File: src/hdl/faps_consts.svh
/*
 * Offsets, field positions, reset values and the S5 sleep code of the
 * function active and power status register bank.
 * Assumes inclusion by bare name from any design file.
 */
`ifndef FAPS_CONSTS_SVH
`define FAPS_CONSTS_SVH

`define FAPS_STATUS_OFFSET 8'h00
`define FAPS_ADDR_W 8
`define FAPS_DATA_W 32
`define FAPS_STATUS_RESET 32'h0000_0000
`define FAPS_UNMAPPED_DATA 32'h0000_0000

`define FAPS_BIT_P1_ACTIVE 10
`define FAPS_BIT_P1_AUX 9
`define FAPS_BIT_P1_PRESENT 8
`define FAPS_PS1_LSB 6
`define FAPS_BIT_P0_ACTIVE 4
`define FAPS_BIT_P0_AUX 3
`define FAPS_BIT_P0_PRESENT 2
`define FAPS_PS0_LSB 0

`define FAPS_NVM_PCI_DIS_BIT 10
`define FAPS_NVM_DIS_BIT 11

`define FAPS_SLEEP_S5 3'h5

`endif

File: src/hdl/faps_pkg.sv
/*
 * Types shared by the status register bank.
 * Assumes nothing of its surroundings.
 */
package faps_pkg;

    // device flavour the bank is built for
    typedef enum logic [1:0] {
        FAPS_VAR_DUAL_CTRL,
        FAPS_VAR_CHIPSET,
        FAPS_VAR_SINGLE
    } faps_variant_e;

    typedef logic [1:0] faps_pstate_t;

    localparam faps_pstate_t FAPS_PS_DR = 2'h0;
    localparam faps_pstate_t FAPS_PS_D0U = 2'h1;
    localparam faps_pstate_t FAPS_PS_D0A = 2'h2;
    localparam faps_pstate_t FAPS_PS_D3 = 2'h3;

endpackage

File: src/hdl/faps_port_status.sv
/*
 * Per-port status slice: presence, active and power state as they
 * land in the status word.
 * Assumes inputs synchronous to core_clk.
 */
`timescale 1ns/1ps
`include "faps_consts.svh"

module faps_port_status
    import faps_pkg::*;
#(
    parameter faps_variant_e VARIANT = FAPS_VAR_DUAL_CTRL,
    parameter bit IS_PORT1 = 1'b0
) (
    // config
    input wire logic strap_en,
    input wire logic [15:0] nvm_word,
    input wire logic aux_en,
    input wire faps_pstate_t pstate,
    // slice
    output logic present,
    output logic active,
    output logic aux,
    output faps_pstate_t ps
);
    logic exists;

    assign exists = !(IS_PORT1 && VARIANT == FAPS_VAR_SINGLE);

    always_comb begin
        if (!IS_PORT1 && VARIANT == FAPS_VAR_SINGLE) begin
            present = 1'b1;
        end else if (!exists) begin
            present = 1'b0;
        end else if (!IS_PORT1 && VARIANT == FAPS_VAR_CHIPSET) begin
            present = !nvm_word[`FAPS_NVM_DIS_BIT];
        end else begin
            present = strap_en;
        end
    end

    // active only exists on the chipset variant
    assign active = (VARIANT == FAPS_VAR_CHIPSET) &&
        !nvm_word[`FAPS_NVM_PCI_DIS_BIT] && present;
    assign aux = exists && aux_en;
    assign ps = exists ? pstate : FAPS_PS_DR;

endmodule

File: src/hdl/faps_read_port.sv
/*
 * Read-only register port: decodes the address, returns the status
 * word a cycle after the read strobe, drops writes.
 * Assumes one-cycle strobes synchronous to core_clk.
 */
`timescale 1ns/1ps
`include "faps_consts.svh"

module faps_read_port #(
    parameter int AW = `FAPS_ADDR_W,
    parameter int DW = `FAPS_DATA_W
) (
    // clock and reset
    input wire logic core_clk,
    input wire logic rst,
    // bus
    input wire logic [AW-1:0] addr,
    input wire logic rd_stb,
    input wire logic [DW-1:0] status,
    output logic [DW-1:0] rd_data
);
    if (AW < 2 || DW != 32) begin : g_bad_width
        $error("faps_read_port: unsupported width");
    end

    function automatic logic hit(input logic [AW-1:0] a);
        hit = (a == AW'(`FAPS_STATUS_OFFSET));
    endfunction

    always_ff @(posedge core_clk or posedge rst) begin
        if (rst) begin
            rd_data <= `FAPS_STATUS_RESET;
        end else if (rd_stb && hit(addr)) begin
            rd_data <= status;
        end else if (rd_stb) begin
            rd_data <= `FAPS_UNMAPPED_DATA;
        end
    end

endmodule

File: src/hdl/faps_status_bank.sv
/*
 * Function active and power status register bank, top level.
 * Holds the status word, fed from straps, nonvolatile words and the
 * power management logic, and read over a plain strobe port.
 * Assumes all inputs synchronous to core_clk at 10 MHz.
 */
// Implementation choices: the strobed register port and the placing of the registers.
// Overview of operation
// - bit 10 is port 1 active, chipset variant only: nvm pci-disable clear and present
// - bit 9 mirrors function 1 aux power enable
// - without second port, bits 9 and 7:6 read zero
// - bit 8 is port 1 presence from its enable strap
// - single-port variant holds port 1 presence at zero
// - bits 7:6 are function 1 power state DR,D0u,D0a,D3
// - bit 4 is port 0 active, chipset variant only: nvm pci-disable clear and present
// - bit 3 mirrors function 0 aux power enable
// - bit 2 is port 0 presence, strap on dual controller
// - chipset variant: port 0 present when nvm disable bit clear
// - single-port variant holds port 0 presence at one
// - bits 1:0 are function 0 power state, same coding
// - fields undefined while system sleeps in S5
`timescale 1ns/1ps
`include "faps_consts.svh"

module faps_status_bank
    import faps_pkg::*;
#(
    parameter faps_variant_e VARIANT = FAPS_VAR_CHIPSET,
    parameter int AW = `FAPS_ADDR_W
) (
    // clock and reset
    input wire logic core_clk,
    input wire logic rst,
    // register port
    input wire logic [AW-1:0] reg_addr,
    input wire logic [31:0] reg_wdata,
    input wire logic reg_wr,
    input wire logic reg_rd,
    output logic [31:0] reg_rdata,
    // straps and nvm words
    input wire logic port0_strap_en,
    input wire logic port1_strap_en,
    input wire logic [15:0] nvm_word_10,
    input wire logic [15:0] nvm_word_20,
    // power management
    input wire logic func0_aux_en,
    input wire logic func1_aux_en,
    input wire faps_pstate_t func0_pstate,
    input wire faps_pstate_t func1_pstate,
    input wire logic [2:0] sleep_state,
    // decoded status
    output logic port0_present,
    output logic port1_present,
    output logic status_valid
);
    if (AW < 2 || AW > 32) begin : g_bad_aw
        $error("faps_status_bank: AW out of range");
    end

    logic [31:0] status_r;
    logic [31:0] status_nxt;
    logic p0_present, p0_active, p0_aux;
    logic p1_present, p1_active, p1_aux;
    faps_pstate_t p0_ps, p1_ps;
    logic unused_wr;

    // writes carry no effect at all
    assign unused_wr = reg_wr ^ (|reg_wdata);

    faps_port_status #(.VARIANT(VARIANT), .IS_PORT1(1'b0)) u_port0 (
        .strap_en(port0_strap_en),
        .nvm_word(nvm_word_20),
        .aux_en(func0_aux_en),
        .pstate(func0_pstate),
        .present(p0_present),
        .active(p0_active),
        .aux(p0_aux),
        .ps(p0_ps)
    );

    faps_port_status #(.VARIANT(VARIANT), .IS_PORT1(1'b1)) u_port1 (
        .strap_en(port1_strap_en),
        .nvm_word(nvm_word_10),
        .aux_en(func1_aux_en),
        .pstate(func1_pstate),
        .present(p1_present),
        .active(p1_active),
        .aux(p1_aux),
        .ps(p1_ps)
    );

    always_comb begin
        status_nxt = `FAPS_STATUS_RESET;
        status_nxt[`FAPS_BIT_P1_ACTIVE] = p1_active;
        status_nxt[`FAPS_BIT_P1_AUX] = p1_aux;
        status_nxt[`FAPS_BIT_P1_PRESENT] = p1_present;
        status_nxt[`FAPS_PS1_LSB +: 2] = p1_ps;
        status_nxt[`FAPS_BIT_P0_ACTIVE] = p0_active;
        status_nxt[`FAPS_BIT_P0_AUX] = p0_aux;
        status_nxt[`FAPS_BIT_P0_PRESENT] = p0_present;
        status_nxt[`FAPS_PS0_LSB +: 2] = p0_ps;
    end

    // one register stage; status lags inputs by a cycle
    always_ff @(posedge core_clk or posedge rst) begin
        if (rst) begin
            status_r <= `FAPS_STATUS_RESET;
        end else begin
            status_r <= status_nxt;
        end
    end

    // in S5 contents are not trustworthy; flag it for firmware
    always_ff @(posedge core_clk or posedge rst) begin
        if (rst) begin
            status_valid <= 1'b0;
        end else begin
            status_valid <= (sleep_state != `FAPS_SLEEP_S5);
        end
    end

    assign port0_present = status_r[`FAPS_BIT_P0_PRESENT];
    assign port1_present = status_r[`FAPS_BIT_P1_PRESENT];

    faps_read_port #(.AW(AW), .DW(32)) u_rd (
        .core_clk(core_clk),
        .rst(rst),
        .addr(reg_addr),
        .rd_stb(reg_rd),
        .status(status_r),
        .rd_data(reg_rdata)
    );

    // live fields; the past-reset guard skips the edge that still
    // shows the cleared word after release
    AST_P1_ACTIVE: assert property (@(posedge core_clk) disable iff (rst)
        status_r[`FAPS_BIT_P1_ACTIVE] |-> status_r[`FAPS_BIT_P1_PRESENT])
        else $error("port1 active without presence");

    AST_P0_ACTIVE: assert property (@(posedge core_clk) disable iff (rst)
        status_r[`FAPS_BIT_P0_ACTIVE] |-> status_r[`FAPS_BIT_P0_PRESENT])
        else $error("port0 active without presence");

    AST_AUX1: assert property (@(posedge core_clk) disable iff (rst)
        !$past(rst) && (VARIANT != FAPS_VAR_SINGLE) |->
        status_r[`FAPS_BIT_P1_AUX] == $past(func1_aux_en))
        else $error("aux1 mirror wrong");

    AST_AUX0: assert property (@(posedge core_clk) disable iff (rst)
        !$past(rst) |-> status_r[`FAPS_BIT_P0_AUX] == $past(func0_aux_en))
        else $error("aux0 mirror wrong");

    AST_SINGLE_ZERO: assert property (@(posedge core_clk) disable iff (rst)
        !$past(rst) && (VARIANT == FAPS_VAR_SINGLE) |->
        status_r[10:6] == 5'h00 && status_r[2])
        else $error("single variant fixed bits wrong");

    AST_PS1: assert property (@(posedge core_clk) disable iff (rst)
        !$past(rst) && (VARIANT != FAPS_VAR_SINGLE) |->
        status_r[7:6] == $past(func1_pstate))
        else $error("func1 power state wrong");

    AST_PS0: assert property (@(posedge core_clk) disable iff (rst)
        !$past(rst) |-> status_r[1:0] == $past(func0_pstate))
        else $error("func0 power state wrong");

    AST_UPPER_ZERO: assert property (@(posedge core_clk) disable iff (rst)
        status_r[31:11] == 21'h0 && status_r[5] == 1'b0)
        else $error("reserved bits set");

    AST_READ: assert property (@(posedge core_clk) disable iff (rst)
        reg_rd && reg_addr == AW'(`FAPS_STATUS_OFFSET) |=>
        reg_rdata == $past(status_r))
        else $error("read data wrong");

    AST_CHIP_P0: assert property (@(posedge core_clk) disable iff (rst)
        !$past(rst) && (VARIANT == FAPS_VAR_CHIPSET) |->
        status_r[2] == !$past(nvm_word_20[`FAPS_NVM_DIS_BIT]))
        else $error("chipset port0 presence wrong");

    AST_S5: assert property (@(posedge core_clk) disable iff (rst)
        sleep_state == `FAPS_SLEEP_S5 |=> !status_valid)
        else $error("valid high in S5");

    AST_S5_EXIT: assert property (@(posedge core_clk) disable iff (rst)
        !$past(rst) && sleep_state != `FAPS_SLEEP_S5 |=> status_valid)
        else $error("valid low outside S5");

    AST_P1_ACT_SRC: assert property (@(posedge core_clk) disable iff (rst)
        !$past(rst) && (VARIANT == FAPS_VAR_CHIPSET) |->
        status_r[10] == (!$past(nvm_word_10[10]) && $past(port1_strap_en)))
        else $error("port1 active source wrong");

    AST_P0_ACT_SRC: assert property (@(posedge core_clk) disable iff (rst)
        !$past(rst) && (VARIANT == FAPS_VAR_CHIPSET) |->
        status_r[4] == (!$past(nvm_word_20[10]) && !$past(nvm_word_20[11])))
        else $error("port0 active source wrong");

    AST_P1_ACT_CLR: assert property (@(posedge core_clk) disable iff (rst)
        !$past(rst) && (VARIANT == FAPS_VAR_CHIPSET) &&
        $past(nvm_word_10[`FAPS_NVM_PCI_DIS_BIT]) |-> !status_r[10])
        else $error("port1 active despite nvm flag");

    AST_P0_ACT_CLR: assert property (@(posedge core_clk) disable iff (rst)
        !$past(rst) && (VARIANT == FAPS_VAR_CHIPSET) &&
        $past(nvm_word_20[`FAPS_NVM_PCI_DIS_BIT]) |-> !status_r[4])
        else $error("port0 active despite nvm flag");

    AST_P1_ACT_STRAP: assert property (@(posedge core_clk) disable iff (rst)
        !$past(rst) && (VARIANT == FAPS_VAR_CHIPSET) &&
        !$past(port1_strap_en) |-> !status_r[10])
        else $error("port1 active without strap");

    AST_P0_DIS: assert property (@(posedge core_clk) disable iff (rst)
        !$past(rst) && (VARIANT == FAPS_VAR_CHIPSET) &&
        $past(nvm_word_20[`FAPS_NVM_DIS_BIT]) |-> !status_r[2] && !status_r[4])
        else $error("port0 present despite disable");

    AST_P0_CHIP_ONE: assert property (@(posedge core_clk) disable iff (rst)
        !$past(rst) && (VARIANT == FAPS_VAR_CHIPSET) &&
        !$past(nvm_word_20[`FAPS_NVM_DIS_BIT]) |-> status_r[2])
        else $error("port0 absent with disable clear");

    AST_P1_PRES_SRC: assert property (@(posedge core_clk) disable iff (rst)
        !$past(rst) && (VARIANT != FAPS_VAR_SINGLE) |->
        status_r[8] == $past(port1_strap_en))
        else $error("port1 presence not from strap");

    AST_P0_PRES_DUAL: assert property (@(posedge core_clk) disable iff (rst)
        !$past(rst) && (VARIANT == FAPS_VAR_DUAL_CTRL) |->
        status_r[2] == $past(port0_strap_en))
        else $error("port0 presence not from strap");

    // per-variant fixed fields, then the presence outputs
    AST_P0_PRES_ONE: assert property (@(posedge core_clk) disable iff (rst)
        !$past(rst) && (VARIANT == FAPS_VAR_SINGLE) |->
        status_r[`FAPS_BIT_P0_PRESENT])
        else $error("single port0 presence not one");

    AST_P1_PRES_ZERO: assert property (@(posedge core_clk) disable iff (rst)
        (VARIANT == FAPS_VAR_SINGLE) |->
        !status_r[`FAPS_BIT_P1_PRESENT])
        else $error("single port1 presence not zero");

    AST_SINGLE_RSVD: assert property (@(posedge core_clk) disable iff (rst)
        (VARIANT == FAPS_VAR_SINGLE) |->
        !status_r[`FAPS_BIT_P1_AUX] && status_r[7:6] == 2'h0)
        else $error("single reserved bits set");

    AST_NOACT_DUAL: assert property (@(posedge core_clk) disable iff (rst)
        (VARIANT == FAPS_VAR_DUAL_CTRL) |->
        !status_r[`FAPS_BIT_P1_ACTIVE] && !status_r[`FAPS_BIT_P0_ACTIVE])
        else $error("dual active bits set");

    AST_NOACT_SINGLE: assert property (@(posedge core_clk) disable iff (rst)
        (VARIANT == FAPS_VAR_SINGLE) |->
        !status_r[`FAPS_BIT_P1_ACTIVE] && !status_r[`FAPS_BIT_P0_ACTIVE])
        else $error("single active bits set");

    AST_PORT0_OUT: assert property (@(posedge core_clk) disable iff (rst)
        port0_present == status_r[`FAPS_BIT_P0_PRESENT])
        else $error("port0 presence output wrong");

    AST_PORT1_OUT: assert property (@(posedge core_clk) disable iff (rst)
        port1_present == status_r[`FAPS_BIT_P1_PRESENT])
        else $error("port1 presence output wrong");

    // bus and reset
    AST_RD_UNMAPPED: assert property (@(posedge core_clk) disable iff (rst)
        reg_rd && reg_addr != AW'(`FAPS_STATUS_OFFSET) |=>
        reg_rdata == 32'h0000_0000)
        else $error("unmapped read not zero");

    AST_RD_HOLD: assert property (@(posedge core_clk) disable iff (rst)
        !reg_rd |=> $stable(reg_rdata))
        else $error("read data moved without read");

    AST_WR_IGNORED: assert property (@(posedge core_clk) disable iff (rst)
        reg_wr && !reg_rd |=> $stable(reg_rdata))
        else $error("write changed read data");

    // no disable here: reset itself is what is checked
    AST_RESET_CLEAR: assert property (@(posedge core_clk)
        rst |=> status_r == 32'h0000_0000 && reg_rdata == 32'h0000_0000)
        else $error("reset left status set");

    AST_RESET_OUTS: assert property (@(posedge core_clk)
        rst |=> !port0_present && !port1_present && !status_valid)
        else $error("reset left outputs set");

endmodule

File: config.mk
export PLATFORM = sky130hd
export DESIGN_NAME = faps_status_bank
export DESIGN_NICKNAME = d
export VERILOG_FILES = /design/src/hdl/faps_pkg.sv /design/src/hdl/faps_port_status.sv /design/src/hdl/faps_read_port.sv /design/src/hdl/faps_status_bank.sv
export VERILOG_INCLUDE_DIRS = /design/src /design/src/hdl
export SDC_FILE = /design/constraint.sdc
export NUM_CORES = 1
export LEC_CHECK = 0
export BUFFER_PORTS_ARGS = -buffer_cell sky130_fd_sc_hd__clkbuf_2
export CAP_MARGIN = 5
export CORE_MARGIN = 3
export CORE_UTILIZATION = 32
export DETAILED_ROUTE_END_ITERATION = 8
export HOLD_SLACK_MARGIN = 0.1
export PLACE_DENSITY = 0.81
export SLEW_MARGIN = 5
export SYNTH_ARGS = -nofsm -noshare
export SYNTH_HDL_FRONTEND = slang
export SYNTH_SLANG_ARGS = --single-unit
File: constraint.sdc
create_clock -name core_clk -period 0.8 [get_ports core_clk]
set_input_delay 0.04 -clock core_clk [delete_from_list [all_inputs] [get_ports core_clk]]
set_output_delay 0.04 -clock core_clk [all_outputs]
set_load 0.01 [all_outputs]
==> flow_summary.json, run 1 <==
{
  "synth_seq_area_share_pct": 52.0,
  "gp_congestion": 0.683,
  "startpoint": "status_r[8]",
  "path_buf_inv": 1,
  "multi_input_comb_area_um2": 368,
  "total_power_uw": 1920,
  "synth_seq_cells": 21,
  "maxCapViolCount": 0,
  "syn_area_mm2": 0.00101,
  "reg2reg_depth": 2,
  "core_mm2": 0.00288,
  "boundaryPins": 122,
  "yosys_warnings": 0,
  "dieArea_mm2": 0.00387,
  "cp.depth": 1,
  "synth_top_family_by_area": "buffers and inverters",
  "power_per_cell_area_mw_per_mm2": 1340,
  "synth_mux_area_share_pct": 0,
  "clkLatencyLatePin_ns": 0.30,
  "fmax_ghz": 1.11,
  "holdPathStages": 3,
  "via_per_inst": 4.18,
  "numCtsBuffers": 3,
  "grt_max_degree": 22,
  "area_growth_pct": 42.3,
  "synth_compound_area_share_pct": 17.2,
  "final.setup_skew_ns": 0.00145,
  "path_clk_slew_ns": 0.11,
  "wl_mm": 2.44,
  "fillers": 249,
  "drive_gt1_share_pct": 43.1,
  "drt-pass1-iter-count": 4,
  "post-route-period-util_pct": 113,
  "antenna_found_initial": 0,
  "hpwl_mm": 1.53,
  "whs_ns": 0.114,
  "path_delay_family": "flip-flops",
  "cts_tree": "done",
  "die_h_um": 62.2,
  "via_count": 777,
  "cp_max_fo": 2,
  "yosys.cell_types.count": 13,
  "synth-simple-area-share_pct": 6.94,
  "synth_xor_area_share_pct": 0,
  "portBuffers": 36,
  "path_class": "reg2out",
  "die_width_um": 62.2,
  "drc_errors": 0,
  "netlist_instances": 85,
  "rsz0062_at_grt": "yes",
  "ant_nets": 0,
  "path_cells": "buf_6",
  "grtUsageTotal_pct": 12.7,
  "power.leakage_uw": 0.000690,
  "drv_slew": 0,
  "violations": "setup timing",
  "wl_per_cell_um": 13.1,
  "critPathRequiredTime_ns": 0.76,
  "end_kind": "primary output",
  "cts_sinks": 21,
  "drt-initial-drc-count": 12,
  "seq_area_um2": 526,
  "nets": 232,
  "dpl_worst_slack_ns": -0.400,
  "synth_adder_area_share_pct": 0,
  "slowest_stage": "dfrtp_1",
  "rows": 19,
  "ctsRootBufferMaster": "clkbuf_4",
  "worstHoldStart": "reg_addr[6]",
  "gr-total-overflow": 0,
  "holdCritPathClass": "in2reg",
  "outcome": "finished, violations left",
  "report.final.hold_viol_count": 0,
  "start_util_pct": 35.1,
  "antenna_cells": 0,
  "fin_crit_ns": 0.902,
  "reg2reg_from": "status_r[8]",
  "setup_viol": 17,
  "crit_path_start_kind": "flip-flop",
  "irDropWorstVdd_mv": 0.866,
  "cts_max_level": 1,
  "grt_pass1_wl_mm": 3.90,
  "reg2reg_slack_ns": -0.03,
  "utilization_pct": 49.9,
  "timing.final.ws_setup_ns": -0.102,
  "clock_path_buffers": 2,
  "postSynthAreaPerCell_um2": 11.9,
  "cpPeakStageDelay_ns": 0.42,
  "crit_arrival_ns": 0.86,
  "first_global_vias": 841,
  "tns_ns": -1.04
}
[timing repair]
action / CTS / global route
pin swaps: 1 / 7
cloned: 1 / 1
endpoints found under the hold margin: 32 / 0
setup endpoints to repair: 23 / 22
hold buffers: 14 / 0
resized for setup: 1 / 16
buffers inserted: 2 / 1
[flip-flops by register name, summed over array words and instances, names as in the netlist]
register / cells
status_r: 10
status_valid: 1
u_rd.rd_data: 10
[cells by family after synthesis]
family / count (synthesis)
DFF: 21
AOI/OAI and AO/OA: 10
other: 1
buffers and inverters: 38
and+or+nand+nor: 15
[per-stage QoR]
step	cells	instance area (µm²)
6_report	186	1440
5_1_grt	186	1440
4_1_cts	184	1370
3_5_place_dp	163	1170
3_3_place_gp	163	1170
2_1_floorplan	106	1100
[final timing paths]
kind,endpoint
max reg2reg,u_rd.rd_data[8]
min reg2reg,u_rd.rd_data[7]
min in group asynchronous,status_r[10]
max in group asynchronous,u_rd.rd_data[2]
max,port1_present
min,u_rd.rd_data[4]
[area by class of cell]
| class | count | area share, % |
|---|---|---|
| clock buffer | 4 | 1.83 |
| inverter | 12 | 3.14 |
| multi-input combinational | 49 | 25.6 |
| sequential | 21 | 36.6 |
| tap | 42 | 3.66 |
| timing repair buffer | 58 | 29.2 |
[placed cells by master, fill, tap and decap left out]
cell type      instances
nor2b_1                1
or4_4                  4
dfrtp_1               21
conb_1                22
o32ai_4                2
nand2_1               10
nor2_1                 1
nand3b_1               1
dlygate4sd3_1         14
clkbuf_4               3
clkbuf_2              31
clkbuf_1               1
buf_8                  1
buf_6                  5
inv_1                 11
buf_4                  7
inv_2                  1
o32ai_2                8
[synth_stat cells, drive strengths merged]
cell type / instances / area share [%]
or4: 2 / 1.5
conb: 1 / 0.37
nor2: 1 / 0.37
o32ai: 10 / 17
nand2: 10 / 3.7
nand3b: 1 / 0.74
clkbuf: 2 / 0.74
nor2b: 1 / 0.62
buf: 24 / 18
dfrtp: 21 / 52
inv: 12 / 4.5
[where the power goes]
part           switching, µW  internal (µW)
registers               11.1           1090
logic                    170            148
clock network            306            195
total                    487           1430
[worst register-to-register path: stages, from the launching register on]
cell and delay (ns):
dfrtp_1 0.40, nand2_1 0.09, o32ai_2 0.26
[per-layer routing]
layer / vias up / share of wire (%) / track usage, %
met2: 51 / 54 / 23.0
met5: - / 0 / 0
li1: 355 / - / -
met4: 0 / 1.0 / 4.97
met1: 369 / 36 / 14.6
met3: 2 / 9.0 / 2.52
Power figures use the tool's default switching activity.
==> run 2: changes to the inputs <==
Settings changed: MAX_ROUTING_LAYER set to met4.
==> flow_summary.json, run 2 (synthesis results as in run 1) <==
{
  "outcome": "finished, violations left",
  "violations": "setup timing",
  "irDropWorstVdd_mv": 0.867,
  "min_to": "u_rd.rd_data[10]",
  "rows": 19,
  "drt-pass1-iter-count": 4,
  "reg2reg_depth": 2,
  "antenna_found_initial": 0,
  "die_width_um": 62.2,
  "rr_endpoint": "u_rd.rd_data[8]",
  "cts_max_level": 1,
  "power_per_cell_area_mw_per_mm2": 1340,
  "nets": 231,
  "p_int_uw": 1430,
  "core_mm2": 0.00288,
  "wl_per_cell_um": 12.2,
  "antenna_cells": 0,
  "numCtsBuffers": 3,
  "gp_congestion": 0.690,
  "critPathRequiredTime_ns": 0.76,
  "start_util_pct": 35.1,
  "timing.final.ws_setup_ns": -0.0951,
  "die_h_um": 62.2,
  "drive_gt1_share_pct": 42.7,
  "mostFrequentLayoutCell": "clkbuf_2",
  "slowest_stage": "dfrtp_1",
  "first_global_vias": 840,
  "pwr-share-comb_pct": 16.2,
  "path_delay_family": "flip-flops",
  "grtUsageTotal_pct": 13.1,
  "via_count": 764,
  "p_sw_share_pct": 25.0,
  "rsz0062_at_grt": "yes",
  "drc_errors": 0,
  "dieArea_mm2": 0.00387,
  "report.final.hold_viol_count": 0,
  "post-route-period-util_pct": 112,
  "clkLatencyLatePin_ns": 0.30,
  "dpl_cell_area_mm2": 0.00117,
  "portBuffers": 36,
  "final_area_mm2": 0.00142,
  "boundaryPins": 122,
  "path_cells": "buf_6",
  "power.share.clock_pct": 26.1,
  "crit_path_start_kind": "flip-flop",
  "hpwl_mm": 1.53,
  "cts_sinks": 21,
  "utilization_pct": 49.3,
  "ant_nets": 0,
  "end_kind": "primary output",
  "crit_arrival_ns": 0.86,
  "ctsRootBufferMaster": "clkbuf_4",
  "area_growth_pct": 40.5,
  "path_buf_inv": 1,
  "path_clk_slew_ns": 0.11,
  "power.leakage_uw": 0.000686,
  "path_class": "reg2out",
  "setup_viol": 17,
  "final.setup_skew_ns": 0.00254,
  "maxCapViolCount": 0,
  "grt_max_degree": 22,
  "seqPwrFrac_pct": 57.7,
  "cpPeakStageDelay_ns": 0.42,
  "p_switching_uw": 476,
  "fmax_ghz": 1.12,
  "reg2reg_from": "status_r[8]",
  "drv_slew": 0,
  "via_per_inst": 4.13,
  "grt_pass1_wl_mm": 3.90,
  "clock_path_buffers": 2,
  "top_regs": "status_r: 10 flops, u_rd.rd_data: 10 flops, status_valid: 1 flops",
  "wl_mm": 2.26,
  "cp_max_fo": 2,
  "reg2reg_slack_ns": -0.02,
  "drt-initial-drc-count": 14,
  "fin_crit_ns": 0.895,
  "holdPathStages": 3,
  "holdCritPathClass": "in2reg",
  "worstHoldStart": "reg_addr[6]",
  "final_cell_mix": "32 x clkbuf_2, 22 x conb_1, 21 x dfrtp_1",
  "cts_tree": "done",
  "gr-total-overflow": 0
}
run 2: changes by cell type in the layout (fill, tap and decap cells not counted):
| cell | change |
|---|---|
| clkbuf_2 | +1 |
| buf_6 | -1 |
| or4_4 | -1 |
run 2: worst max-delay path by stage:
stage	cells past startpoint	slack [ns]	to	start
6_report	1	-0.1	port1_present	status_r[8]
5_1_grt	1	-0.15	port1_present	status_r[8]
4_1_cts	1	-0.1	reg_rdata[0]	u_rd.rd_data[0]
3_5_place_dp	3	-0.40	u_rd.rd_data[3]	reg_addr[5]
3_3_place_gp	3	-0.33	u_rd.rd_data[1]	reg_addr[5]
2_1_floorplan	3	-0.23	u_rd.rd_data[1]	reg_addr[5]
run 2: through the flow:
| stage | total power [µW] | instances | hold WS (ns) | worst slack (ns) | setup TNS (ns) |
|---|---|---|---|---|---|
| floorplan | 1330 | 106 | 0.0165 | -0.235 | -2.30 |
| global placement | 1330 | 163 | 0.0514 | -0.331 | -3.26 |
| detailed placement | 1340 | 163 | 0.0593 | -0.400 | -3.73 |
| CTS | 1900 | 184 | 0.148 | -0.0978 | -1.16 |
| global route | 2010 | 185 | 0.115 | -0.147 | -1.70 |
| finish | 1900 | 185 | 0.118 | -0.0951 | -0.988 |
run 2: repair_timing:
item,in CTS,in global routing
gates cloned,1,0
pin swaps,1,7
endpoints found under the hold margin,32,0
buffers inserted,2,1
resized for setup,1,13
hold buffers,14,0
setup endpoints to repair,23,22
run 2: power by group through the flow:
stage	Combinational (µW)	Sequential (µW)	Clock, µW
after global routing	339	1100	569
final	308	1100	497
after detailed placement	222	1120	0
after global placement	212	1120	0
after CTS	283	1100	517
after floorplan	207	1120	0
run 2: final cells by class:
class                           instances  area [µm²]
Tap cell                               42        52.6
Fill cell                             252        1460
Clock buffer                            4        26.3
Timing Repair Buffer                   58         413
Sequential cell                        21         526
Inverter                               12        45.0
Multi-Input combinational cell         48         357
run 2: metal layers:
metal | wire length [µm] | vias up | track usage, %
met1 | 886 | 357 | 15.2
met2 | 1140 | 54 | 22.7
met5 | 0 | - | -
met3 | 202 | 3 | 1.98
met4 | 29 | 0 | 4.97
li1 | - | 350 | -
==> run 3: changes to the inputs <==
Settings changed: CORE_ASPECT_RATIO set to 1.2.
==> flow_summary.json, run 3 (synthesis results as in run 1) <==
{
  "outcome": "finished, violations left",
  "violations": "setup timing",
  "cts_sinks": 21,
  "numCtsBuffers": 3,
  "core_mm2": 0.00292,
  "start_util_pct": 34.6,
  "cts_tree": "done",
  "tns_ns": -1.06,
  "antenna_found_initial": 0,
  "ctsRootBufferMaster": "clkbuf_4",
  "die_h_um": 67.5,
  "wl_met3_um": 180,
  "cp_max_fo": 2,
  "path_class": "reg2out",
  "met2_length_mm": 1.15,
  "holdPathStages": 3,
  "rsz0062_at_grt": "yes",
  "dieArea_mm2": 0.00387,
  "maxCapViolCount": 0,
  "stdcell_count": 186,
  "setup_viol": 16,
  "grt_max_degree": 22,
  "dp_cells": 155,
  "path_clk_slew_ns": 0.11,
  "mostFrequentLayoutCell": "clkbuf_2",
  "wl_per_cell_um": 12.2,
  "cpPeakStageDelay_ns": 0.42,
  "rr_endpoint": "u_rd.rd_data[2]",
  "reg2reg_slack_ns": 0.02,
  "reg2reg_depth": 2,
  "timing.final.ws_setup_ns": -0.105,
  "power.leakage_uw": 0.000759,
  "report.final.hold_viol_count": 0,
  "grtUsageTotal_pct": 13.2,
  "top_layer_used": "met4",
  "drt-pass1-iter-count": 2,
  "post-route-period-util_pct": 113,
  "total_power_uw": 1950,
  "irDropWorstVdd_mv": 1.04,
  "holdCritPathClass": "in2reg",
  "grt_pass1_wl_mm": 3.68,
  "dpl_worst_slack_ns": -0.375,
  "path_buf_inv": 1,
  "ant_nets": 0,
  "die_width_um": 57.3,
  "drt-initial-drc-count": 7,
  "crit_path_start_kind": "flip-flop",
  "area_growth_pct": 47.8,
  "final_cell_mix": "34 x clkbuf_2, 22 x conb_1, 21 x dfrtp_1",
  "wl_met1_um": 904,
  "min_to": "u_rd.rd_data[4]",
  "fin_crit_ns": 0.905,
  "nets": 240,
  "boundaryPins": 122,
  "gr-total-overflow": 0,
  "via_count": 796,
  "hpwl_mm": 1.46,
  "critPathRequiredTime_ns": 0.76,
  "portBuffers": 36,
  "fmax_ghz": 1.11,
  "slowest_stage": "dfrtp_1",
  "top_regs": "status_r: 10 flops, u_rd.rd_data: 10 flops, status_valid: 1 flops",
  "wl_mm": 2.27,
  "gp_congestion": 0.646,
  "final.setup_skew_ns": 0.00113,
  "path_cells": "clkbuf_2",
  "first_global_vias": 837,
  "end_kind": "primary output",
  "cts_hold_buf": 20,
  "power_per_cell_area_mw_per_mm2": 1310,
  "cts_max_level": 1,
  "crit_arrival_ns": 0.86,
  "clock_path_buffers": 2,
  "clkLatencyLatePin_ns": 0.31,
  "drive_gt1_share_pct": 44.7,
  "via_per_inst": 4.28,
  "drc_errors": 0,
  "path_delay_family": "flip-flops",
  "antenna_cells": 0,
  "reg2reg_from": "status_r[2]",
  "worstHoldStart": "reg_addr[4]",
  "rows": 21,
  "drv_slew": 0
}
run 3: worst min-delay path, stage by stage:
cell,delay [ns]
buf_6,0.08
or4_4,0.17
o32ai_2,0.09
run 3: what timing repair did:
action	CTS	global route
endpoints found under the setup margin	20	21
pin swaps	0	6
endpoints found under the hold margin	34	6
gates cloned	1	0
resized for setup	1	15
setup buffers	2	4
run 3: worst max-delay path by stage:
stage,from,to,cells after the start
2_1_floorplan,reg_addr[5],u_rd.rd_data[1],3
3_3_place_gp,reg_addr[5],u_rd.rd_data[1],3
3_5_place_dp,reg_addr[5],u_rd.rd_data[6],3
4_1_cts,u_rd.rd_data[8],reg_rdata[8],1
5_1_grt,status_r[2],port0_present,1
6_report,status_r[8],port1_present,1
run 3: layout make-up:
type | count | area (µm²)
Timing Repair Buffer | 67 | 489
Sequential cell | 21 | 526
Fill cell | 254 | 1420
Multi-Input combinational cell | 48 | 364
Tap cell | 34 | 42.5
Inverter | 12 | 45.0
Clock buffer | 4 | 26.3
run 3: through the flow:
step	hold WS, ns	area (µm²)	util [%]
3_5_place_dp	0.0646	1160	39.9
5_1_grt	0.0854	1490	51.2
4_1_cts	0.108	1420	48.6
6_report	0.0956	1490	51.2
2_1_floorplan	0.0165	1100	-
3_3_place_gp	0.0468	1160	39.9
run 3: routing by layer:
metal	vias up	global-route usage (%)
met3	3	2.68
met5	-	-
met2	56	24.0
met1	372	13.4
met4	0	6.96
li1	365	-
run 3: power by group:
group / total (µW) / switching, µW / internal, µW
combinational: 329 / 166 / 163
clock: 522 / 327 / 195
sequential: 1100 / 11.7 / 1090
total: 1950 / 505 / 1450
